$ cat src/touch_report_regs.vh
// Constants for the digitizer touch report path.
// Assumes a 250 MHz device clock and an external USB engine for packets.
// Functional notes
// - Composite function, interface 0 digitizer, 1 generic
// - Bus runs USB full speed, 12 Mbps
// - Single bidirectional control endpoint zero
// - Endpoints 0x81, 0x02, 0x83 assigned
// - Version word: major/minor nibbles, build byte
// - Interface 0 follows HID 1.11 digitizer
// - Touch reports only on endpoint 3
// - Report id 0x01 then five contact bytes
// - Byte 1 upper bits carry touch id
// - Byte 1 bit 3 always zero
// - Valid and in-range bits always one
// - Bit 0 shows contact detect status
// - Twelve-bit X and Y, low byte first
// - Upper nibble of bytes 3, 5 zero
// - Contact change queues an update report
// - Idle delay set by host, default 2
// - Interface 1 carries generic object traffic
// - Interface 1 uses endpoints 1, 2, 64-byte packets
`ifndef TOUCH_REPORT_REGS_VH
`define TOUCH_REPORT_REGS_VH
`define INTF_DIGITIZER 8'h00
`define INTF_GENERIC 8'h01
`define EP_CONTROL 8'h00
`define EP_GENERIC_IN 8'h81
`define EP_GENERIC_OUT 8'h02
`define EP_DIGITIZER_IN 8'h83
`define HID_SPEC_BCD 16'h0111
`define FULL_SPEED_MBPS 12
`define GENERIC_PACKET_BYTES 64
`define REPORT_ID_TOUCH 8'h01
`define REPORT_BYTES 6
`define FLAG_VALID_BIT 2
`define FLAG_RANGE_BIT 1
`define IDLE_DEFAULT 8'h02
`define IDLE_UNIT_MS 4
`define CLOCK_MHZ 250
`define CYCLES_PER_MS (`CLOCK_MHZ * 1000)
`endif

$ cat src/pair_buffer.v
// Two-entry valid/ready buffer for report bytes.
// Assumes both sides on the same clock.
`default_nettype none
module pair_buffer #(
    parameter WIDTH = 8
) (
    input wire clock, // Device clock
    input wire nrst, // Asynchronous reset, active low
    input wire flush, // Drop all entries
    input wire [WIDTH-1:0] in_data, // Word from source
    input wire in_valid, // Source word valid
    output wire in_ready, // Room for a word
    output wire [WIDTH-1:0] out_data, // Word toward sink
    output wire out_valid, // Sink word valid
    input wire out_ready // Sink takes word
);
reg [WIDTH-1:0] mem_reg [0:1];
reg wptr_reg;
reg rptr_reg;
reg [1:0] count_reg;
wire push = in_valid && in_ready;
wire pop = out_valid && out_ready;
assign in_ready = (count_reg != 2'd2);
assign out_valid = (count_reg != 2'd0);
assign out_data = mem_reg[rptr_reg];
always @(posedge clock or negedge nrst) begin
    if (!nrst) begin
        wptr_reg <= 1'b0;
        rptr_reg <= 1'b0;
        count_reg <= 2'd0;
        mem_reg[0] <= {WIDTH{1'b0}};
        mem_reg[1] <= {WIDTH{1'b0}};
    end else if (flush) begin
        wptr_reg <= 1'b0;
        rptr_reg <= 1'b0;
        count_reg <= 2'd0;
    end else begin
        if (push) begin
            mem_reg[wptr_reg] <= in_data;
            wptr_reg <= ~wptr_reg;
        end
        if (pop)
            rptr_reg <= ~rptr_reg;
        if (push && !pop)
            count_reg <= count_reg + 2'd1;
        else if (pop && !push)
            count_reg <= count_reg - 2'd1;
    end
end
endmodule // pair_buffer
`default_nettype wire

$ cat src/idle_timer.v
// Idle-rate timer: pulses when the idle delay has elapsed since last report.
// Derives its 1 ms tick from the device clock; delay counts in 4 ms units, zero means never.
`default_nettype none
module idle_timer #(
    parameter CYCLES_PER_MS = 250000
) (
    input wire clock, // Device clock
    input wire nrst, // Asynchronous reset, active low
    input wire [7:0] idle_rate, // Delay in 4 ms units
    input wire restart, // Report just sent
    output reg expired // One-cycle pulse at timeout
);
`include "touch_report_regs.vh"
reg [31:0] div_reg;
reg [15:0] ms_reg;
wire tick = (div_reg == CYCLES_PER_MS - 1);
wire [15:0] limit = {6'd0, idle_rate, 2'd0};
always @(posedge clock or negedge nrst) begin
    if (!nrst) begin
        div_reg <= 32'h0;
        ms_reg <= 16'h0;
        expired <= 1'b0;
    end else begin
        expired <= 1'b0;
        div_reg <= (tick || restart) ? 32'h0 : div_reg + 32'h1;
        if (restart || idle_rate == 8'h00) begin
            ms_reg <= 16'h0;
        end else if (tick) begin
            if (ms_reg + 16'h1 >= limit) begin
                ms_reg <= 16'h0;
                expired <= 1'b1;
            end else begin
                ms_reg <= ms_reg + 16'h1;
            end
        end
    end
end
endmodule // idle_timer
`default_nettype wire

$ cat src/usb_hid_touch_reporter.v
// Digitizer report builder and endpoint map of a two-interface HID function.
// Assumes an external full-speed USB engine that handles packets and setup.
`default_nettype none
`include "touch_report_regs.vh"
module usb_hid_touch_reporter #(
    parameter CONTACTS = 4,
    parameter [15:0] VERSION_WORD = 16'h1000, // Arbitrary value
    parameter [15:0] VENDOR_CODE = 16'h1234, // Arbitrary value
    parameter [15:0] PRODUCT_CODE = 16'h5678, // Arbitrary value
    parameter CYCLES_PER_MS = `CYCLES_PER_MS
) (
    input wire clock, // 250 MHz device clock
    input wire nrst, // Asynchronous reset, active low
    input wire bus_reset, // USB bus reset seen, level
    input wire [CONTACTS-1:0] contact_detect, // Per-contact detect, from sensing logic
    input wire [CONTACTS*12-1:0] contact_x, // Packed X per contact
    input wire [CONTACTS*12-1:0] contact_y, // Packed Y per contact
    input wire set_idle_valid, // Set Idle request pulse
    input wire [7:0] set_idle_rate, // Requested idle rate
    input wire [7:0] set_idle_intf, // Interface of the request
    input wire ep_ready, // Engine takes a report byte
    output reg [7:0] ep_data, // Report byte
    output reg ep_valid, // Report byte valid
    output reg ep_last, // Last byte of report
    output reg [7:0] ep_addr, // Endpoint of the byte
    output reg [7:0] idle_rate_out, // Current idle rate, for Get Idle
    output reg [15:0] version_out, // Device version word
    output reg [15:0] vendor_out, // Vendor code
    output reg [15:0] product_out, // Product code
    output reg [7:0] ep_touch_addr, // Digitizer endpoint address
    output reg [7:0] ep_gen_in_addr, // Generic IN endpoint address
    output reg [7:0] ep_gen_out_addr // Generic OUT endpoint address
);
localparam ST_IDLE = 2'd0;
localparam ST_SEND = 2'd1;
localparam ST_NEXT = 2'd2;
localparam IW = (CONTACTS > 1) ? $clog2(CONTACTS) : 1;

////////////////////////////////////////////////////////////////////////////////
// Input synchronisation and change detection
reg [CONTACTS-1:0] det_s1_reg;
reg [CONTACTS-1:0] det_s2_reg;
reg [CONTACTS-1:0] det_prev_reg;
reg [CONTACTS-1:0] pend_reg;
reg rst_s1_reg;
reg rst_s2_reg;
reg [1:0] state_reg;
reg [IW-1:0] cur_reg;
reg [2:0] byte_reg;
reg idle_pend_reg;
reg [7:0] idle_reg;
reg [CONTACTS*12-1:0] x_s1_reg;
reg [CONTACTS*12-1:0] x_s2_reg;
reg [CONTACTS*12-1:0] y_s1_reg;
reg [CONTACTS*12-1:0] y_s2_reg;
wire flush = rst_s2_reg;
wire [CONTACTS-1:0] change = det_s2_reg ^ det_prev_reg;
wire [CONTACTS-1:0] clear_mask;
wire idle_hit;
wire buf_in_ready;
wire [8:0] buf_out;
wire buf_out_valid;
wire sent = (state_reg == ST_SEND) && buf_in_ready && byte_reg == 3'd5;

genvar g;
generate
    for (g = 0; g < CONTACTS; g = g + 1) begin : g_pend
        assign clear_mask[g] = sent && (cur_reg == g);
        always @(posedge clock or negedge nrst) begin
            if (!nrst)
                pend_reg[g] <= 1'b0;
            else if (flush)
                pend_reg[g] <= 1'b0;
            else if (change[g] || (idle_hit && det_s2_reg[g]))
                pend_reg[g] <= 1'b1;
            else if (clear_mask[g])
                pend_reg[g] <= 1'b0;
        end
    end
endgenerate

always @(posedge clock or negedge nrst) begin
    if (!nrst) begin
        det_s1_reg <= {CONTACTS{1'b0}};
        det_s2_reg <= {CONTACTS{1'b0}};
        det_prev_reg <= {CONTACTS{1'b0}};
        x_s1_reg <= {CONTACTS*12{1'b0}};
        x_s2_reg <= {CONTACTS*12{1'b0}};
        y_s1_reg <= {CONTACTS*12{1'b0}};
        y_s2_reg <= {CONTACTS*12{1'b0}};
        rst_s1_reg <= 1'b0;
        rst_s2_reg <= 1'b0;
    end else begin
        det_s1_reg <= contact_detect;
        det_s2_reg <= det_s1_reg;
        det_prev_reg <= det_s2_reg;
        x_s1_reg <= contact_x;
        x_s2_reg <= x_s1_reg;
        y_s1_reg <= contact_y;
        y_s2_reg <= y_s1_reg;
        rst_s1_reg <= bus_reset;
        rst_s2_reg <= rst_s1_reg;
    end
end

////////////////////////////////////////////////////////////////////////////////
// Idle rate held per Set Idle on the digitizer interface
always @(posedge clock or negedge nrst) begin
    if (!nrst)
        idle_reg <= `IDLE_DEFAULT;
    else if (flush)
        idle_reg <= `IDLE_DEFAULT;
    else if (set_idle_valid && set_idle_intf == `INTF_DIGITIZER)
        idle_reg <= set_idle_rate;
end

idle_timer #(
    .CYCLES_PER_MS(CYCLES_PER_MS)
) u_idle (
    .clock(clock),
    .nrst(nrst),
    .idle_rate(idle_reg),
    .restart(sent),
    .expired(idle_hit)
);

////////////////////////////////////////////////////////////////////////////////
// Report byte sequencer: one contact per report
reg [IW-1:0] pick;
reg any_pend;
integer i;
always @* begin
    pick = {IW{1'b0}};
    any_pend = 1'b0;
    for (i = CONTACTS - 1; i >= 0; i = i - 1) begin
        if (pend_reg[i]) begin
            pick = i[IW-1:0];
            any_pend = 1'b1;
        end
    end
end

wire [11:0] cur_x = x_s2_reg[cur_reg*12 +: 12];
wire [11:0] cur_y = y_s2_reg[cur_reg*12 +: 12];
wire [3:0] touch_id = {{(4-IW){1'b0}}, cur_reg} + 4'd1;
reg [7:0] byte_val;
always @* begin
    case (byte_reg)
        3'd0: byte_val = `REPORT_ID_TOUCH;
        3'd1: byte_val = {touch_id, 1'b0, 1'b1, 1'b1, det_s2_reg[cur_reg]};
        3'd2: byte_val = cur_x[7:0];
        3'd3: byte_val = {4'h0, cur_x[11:8]};
        3'd4: byte_val = cur_y[7:0];
        3'd5: byte_val = {4'h0, cur_y[11:8]};
        default: byte_val = 8'h00;
    endcase
end

always @(posedge clock or negedge nrst) begin
    if (!nrst) begin
        state_reg <= ST_IDLE;
        cur_reg <= {IW{1'b0}};
        byte_reg <= 3'd0;
    end else if (flush) begin
        state_reg <= ST_IDLE;
        byte_reg <= 3'd0;
    end else begin
        case (state_reg)
            ST_IDLE: begin
                if (any_pend) begin
                    cur_reg <= pick;
                    byte_reg <= 3'd0;
                    state_reg <= ST_SEND;
                end
            end
            ST_SEND: begin
                if (buf_in_ready) begin
                    if (byte_reg == 3'd5)
                        state_reg <= ST_NEXT;
                    else
                        byte_reg <= byte_reg + 3'd1;
                end
            end
            ST_NEXT: state_reg <= ST_IDLE;
            default: state_reg <= ST_IDLE;
        endcase
    end
end

pair_buffer #(
    .WIDTH(9)
) u_buf (
    .clock(clock),
    .nrst(nrst),
    .flush(flush),
    .in_data({byte_reg == 3'd5, byte_val}),
    .in_valid(state_reg == ST_SEND),
    .in_ready(buf_in_ready),
    .out_data(buf_out),
    .out_valid(buf_out_valid),
    .out_ready(!ep_valid || ep_ready)
);

////////////////////////////////////////////////////////////////////////////////
// Registered outputs toward the USB engine
always @(posedge clock or negedge nrst) begin
    if (!nrst) begin
        ep_data <= 8'h00;
        ep_valid <= 1'b0;
        ep_last <= 1'b0;
        ep_addr <= 8'h00;
        idle_rate_out <= 8'h00;
        version_out <= 16'h0000;
        vendor_out <= 16'h0000;
        product_out <= 16'h0000;
        ep_touch_addr <= 8'h00;
        ep_gen_in_addr <= 8'h00;
        ep_gen_out_addr <= 8'h00;
    end else begin
        if (flush) begin
            ep_valid <= 1'b0;
        end else if (!ep_valid || ep_ready) begin
            ep_valid <= buf_out_valid;
            ep_data <= buf_out[7:0];
            ep_last <= buf_out[8];
        end
        ep_addr <= `EP_DIGITIZER_IN;
        idle_rate_out <= idle_reg;
        version_out <= VERSION_WORD;
        vendor_out <= VENDOR_CODE;
        product_out <= PRODUCT_CODE;
        ep_touch_addr <= `EP_DIGITIZER_IN;
        ep_gen_in_addr <= `EP_GENERIC_IN;
        ep_gen_out_addr <= `EP_GENERIC_OUT;
    end
end
endmodule // usb_hid_touch_reporter
`default_nettype wire

$ cat config.mk
export PLATFORM = sky130hd
export DESIGN_NAME = usb_hid_touch_reporter
export DESIGN_NICKNAME = d
export VERILOG_FILES = /design/src/pair_buffer.v /design/src/idle_timer.v /design/src/usb_hid_touch_reporter.v
export VERILOG_INCLUDE_DIRS = /design/src
export SDC_FILE = /design/constraint.sdc
export NUM_CORES = 1
export LEC_CHECK = 0
export BUFFER_PORTS_ARGS = -buffer_cell sky130_fd_sc_hd__buf_4
export CORE_AREA = 5 5 160 162
export CTS_BUF_LIST = sky130_fd_sc_hd__clkbuf_16
export DETAILED_ROUTE_END_ITERATION = 6
export DIE_AREA = 0 0 165 167
export GPL_TIMING_DRIVEN = 0
export PLACE_DENSITY = 0.7
export SLEW_MARGIN = 10
export SYNTH_ARGS = -nofsm -noshare
export SYNTH_HDL_FRONTEND = slang
export SYNTH_SLANG_ARGS = --single-unit
$ cat constraint.sdc
create_clock -name clock -period 4.8 [get_ports clock]
set_input_delay 0.24 -clock clock [delete_from_list [all_inputs] [get_ports clock]]
set_output_delay 0.24 -clock clock [all_outputs]
set_load 0.01 [all_outputs]
==> parameters.txt <==
Parameter                              Value

Floorplanning
  Total core area ... 0.02396 mm2
  Cell Rows ... 57
  Area of the die ... 0.02756 mm2
  Height of the die ... ~170 um
  Effective utilization at floorplan ... 50.28%
  X dimension of the die ... 165 um
  Count of pins on the block boundary ... around 220

Clock network
  # H-tree levels ... 1
  Clock tree from TritonCTS ... yes
  Inserted Clock Buffers ... 31
  Maximum count of clock buffers along a single path ... 3
  Number of setup buffers added after CTS ... 0
  Worst-Skew Late Latency ... 0.56 ns
  CTS sink cnt ... 315
  Reg clk slew, reported paths ... about 0.060 ns
  Clk Tree Root Cell ... clkbuf_16

Drt
  Initial drt markers ... 398
  DRC violations left ... 0
  Detailed Route WL ... 26.86 mm
  Vias per std cell ... about 4.9
  Vias ... between 7,000 and 8,000
  Average wire per standard cell ... 16.90 um
  Antenna violation net count after detailed routing ... 0
  DRT Pass-1 Iters ... 5

Logic synthesis
  Most frequently used flop master after synthesis ... dfrtp_1
  Cell type with the highest aggregate area in the netlist ... dfrtp_1
  Number of warning messages in the yosys log ... 0
  Portion of netlist area occupied by mux cells ... 7.862%
  Synthesized-area fraction occupied by xor and xnor cells ... 2.981%
  Unique cell type count in the Yosys netlist ... 65
  Synthesized cell area ... roughly 0.012 mm2
  Post-synthesis simple-gate area fraction ... 9.908%
  Asr flop ratio synth ... 100.0%
  Number of synthesized register bits ... 315
  Cell types with the largest area share after synthesis ... dfrtp_1 65%, buf_4 5.0%, mux4_2 4.7%
  Complex-gate fraction of the synthesized area ... under 10%
  Leading cell type by number of instances after synthesis ... dfrtp_1
  Adder and majority gate portion of the synthesized area ... under 10%
  Share of synthesized area occupied by flip-flops and latches ... 65.44%
  Largest family of logic cells by synthesized area ... simple AND/OR/NAND/NOR gates
  Share of the synthesized area in the top cell type ... between 60% and 70%
  Number of synthesized flops with an enable pin ... 0
  Average cell area after synthesis ... roughly 14 um2
  Gate count of the mapped netlist ... 878
  Leading cell types by count after synthesis ... 314 x dfrtp_1, 80 x buf_4, 57 x nor2_1

Worst setup path
  Highest fanout seen on the critical path ... 10
  Data required, critical path ... 5.25 ns
  Signal arrival time at the worst endpoint ... 3.67 ns
  Setup crit end kind ... flip-flop
  Setup crit end ... u_idle.ms_reg[0]
  RR Startpoint ... u_idle.ms_reg[2]
  Kind of launch point of the worst setup path ... flip-flop
  Endpoint of the lowest-slack register-to-register path ... u_idle.ms_reg[0]
  Timing startpoint of the critical path ... u_idle.ms_reg[2]
  R2R Setup Slk ... around 1.6 ns
  Classification of the worst setup path ... reg -> reg
  Number of cells on the worst reg-to-reg path ... 11

STA
  Clock tree skew after final layout ... 0.008833 ns
  Final-layout setup total negative slack ... 0 ns
  Time the final worst path needs with I/O delays and setup ... 3.222 ns
  Highest achievable clock rate ... 310.4 MHz
  Transition time at the pin with the least slew margin ... 0.9722 ns
  Relative slew margins ... roughly 35%
  Pins Over Slew Limit ... 0
  Worst hold slack ... 0.03475 ns
  Period Utilization, post-route ... between 60% and 70%
  Endpoints failing setup ... 0
  Final Hold Violating Endpoints ... 0
  Setup repair after global routing missed its margin ... no

Hold path
  Tightest Hold Check Type ... in -> reg

Outcome
  Outcome ... finished, final reports clean

Layout
  Layout overhead on the synthesized area ... 33.23%
  Share of the core filled with cells in the final layout ... 66.99%
  Ant. Diodes ... 0
  Final net count ... 1,380
  Share of final-layout standard cells stronger than drive strength 1 ... 27.83%

Placement
  Last weighted congestion value of the routability-driven placer ... between 0.8 and 0.9
  Placed wire-length estimate after detailed placement ... ~16 mm
  # port buffers ... 161

Power
  Maximum ir drop on the vdd rail ... 0.3116 mV
  Reported leakage power ... roughly 7.5 nW
  Cell area power density ... 375.4 mW/mm2

Global route
  Via count of the first global-routing pass ... 8,218
  Pin count of the biggest net entering global routing ... 122
  Global-route wire length before repair ... 43.29 mm
  GRT Total Usage ... 19.63%
  Overall overflow remaining after global route ... 0
  Initial antenna violation count ... 0

Job
  Number of violations of the max-capacitance limit ... 0
-- where the power goes --
group / internal [W] / switching [W] / total (W)
clock network: 0.00135 / 0.00105 / 0.00240
logic: 0.000386 / 0.000333 / 0.000719
registers: 0.00282 / 0.0000944 / 0.00291
-- critical path: stages (launching register included) --
cell	delay (ns)
dfrtp_1	0.33
clkbuf_1	0.26
nand3_1	0.31
or3_1	0.45
nand2_1	0.11
ha_1	0.22
and3_1	0.19
a221oi_1	0.24
a21o_1	0.15
buf_1	0.37
nand2_1	0.14
o41ai_1	0.33
-- placed cells by master, fill, tap and decap left out, types with 19 or more instances in the layout --
cell,count
dlygate4sd3_1,110
mux4_2,25
xnor2_1,30
buf_4,240
o21ai_0,19
clkbuf_16,31
dfrtp_1,314
nand2_1,43
conb_1,58
nand3_1,19
nor2_1,57
a21oi_1,19
ha_1,19
inv_1,30
nand4_1,21
-- layout make-up --
class | count | area (um2)
buffer | 107 | 733.2
clock buffer | 31 | 775.7
clock inverter | 27 | 240.2
fill | 1680 | 7911
inverter | 26 | 97.59
multi-input combinational | 486 | 3543
sequential | 315 | 7884
tap | 324 | 405.4
timing repair buffer | 273 | 2372
-- worst min path at each step --
stage	startpoint	to	slack, ns	cells past startpoint
after floorplan	nrst	byte_reg[0]	-0.06	0
after global placement	x_s1_reg[37]	x_s2_reg[37]	0.33	0
after detailed placement	nrst	y_s1_reg[9]	0.31	1
after CTS	ep_ready	ep_valid	0.01	3
after global routing	ep_ready	ep_valid	0.04	3
final	ep_ready	ep_valid	0.03	3
-- metal layers --
metal | GRT usage [%] | vias to the layer above | wire length (um)
li1 | - | 3642 | -
met4 | 4.448 | 0 | 486
met1 | 26.42 | 3840 | 11030
met5 | 0 | - | 0
met2 | 33.27 | 241 | 13530
met3 | 3.782 | 38 | 1817
-- per-stage QoR --
stage | total power, W | worst slack, ns | area (um2) | instances
floorplan | 0.003310 | 2.096 | 12260 | 934
global placement | 0.003572 | 0.8570 | 13870 | 1419
detailed placement | 0.003595 | 1.580 | 13930 | 1421
CTS | 0.006042 | 1.541 | 16050 | 1589
global route | 0.006276 | 1.290 | 16050 | 1589
finish | 0.006026 | 1.578 | 16050 | 1589
-- kinds of logic after synthesis --
family                   Yosys count
AO/OA/AOI/OAI                     85
flip-flops                       315
multiplexers                      61
AND/OR/NAND/NOR                  222
other                              2
adder cells (fa/ha/maj)           19
buffers and inverters            133
XOR/XNOR                          41
-- timing repair --
item	CTS	global route
hold endpoints to repair	205	0
hold buffers	110	0
endpoints found under the setup margin	0	0
gates resized for setup	0	0
Power figures use the tool's default switching activity.
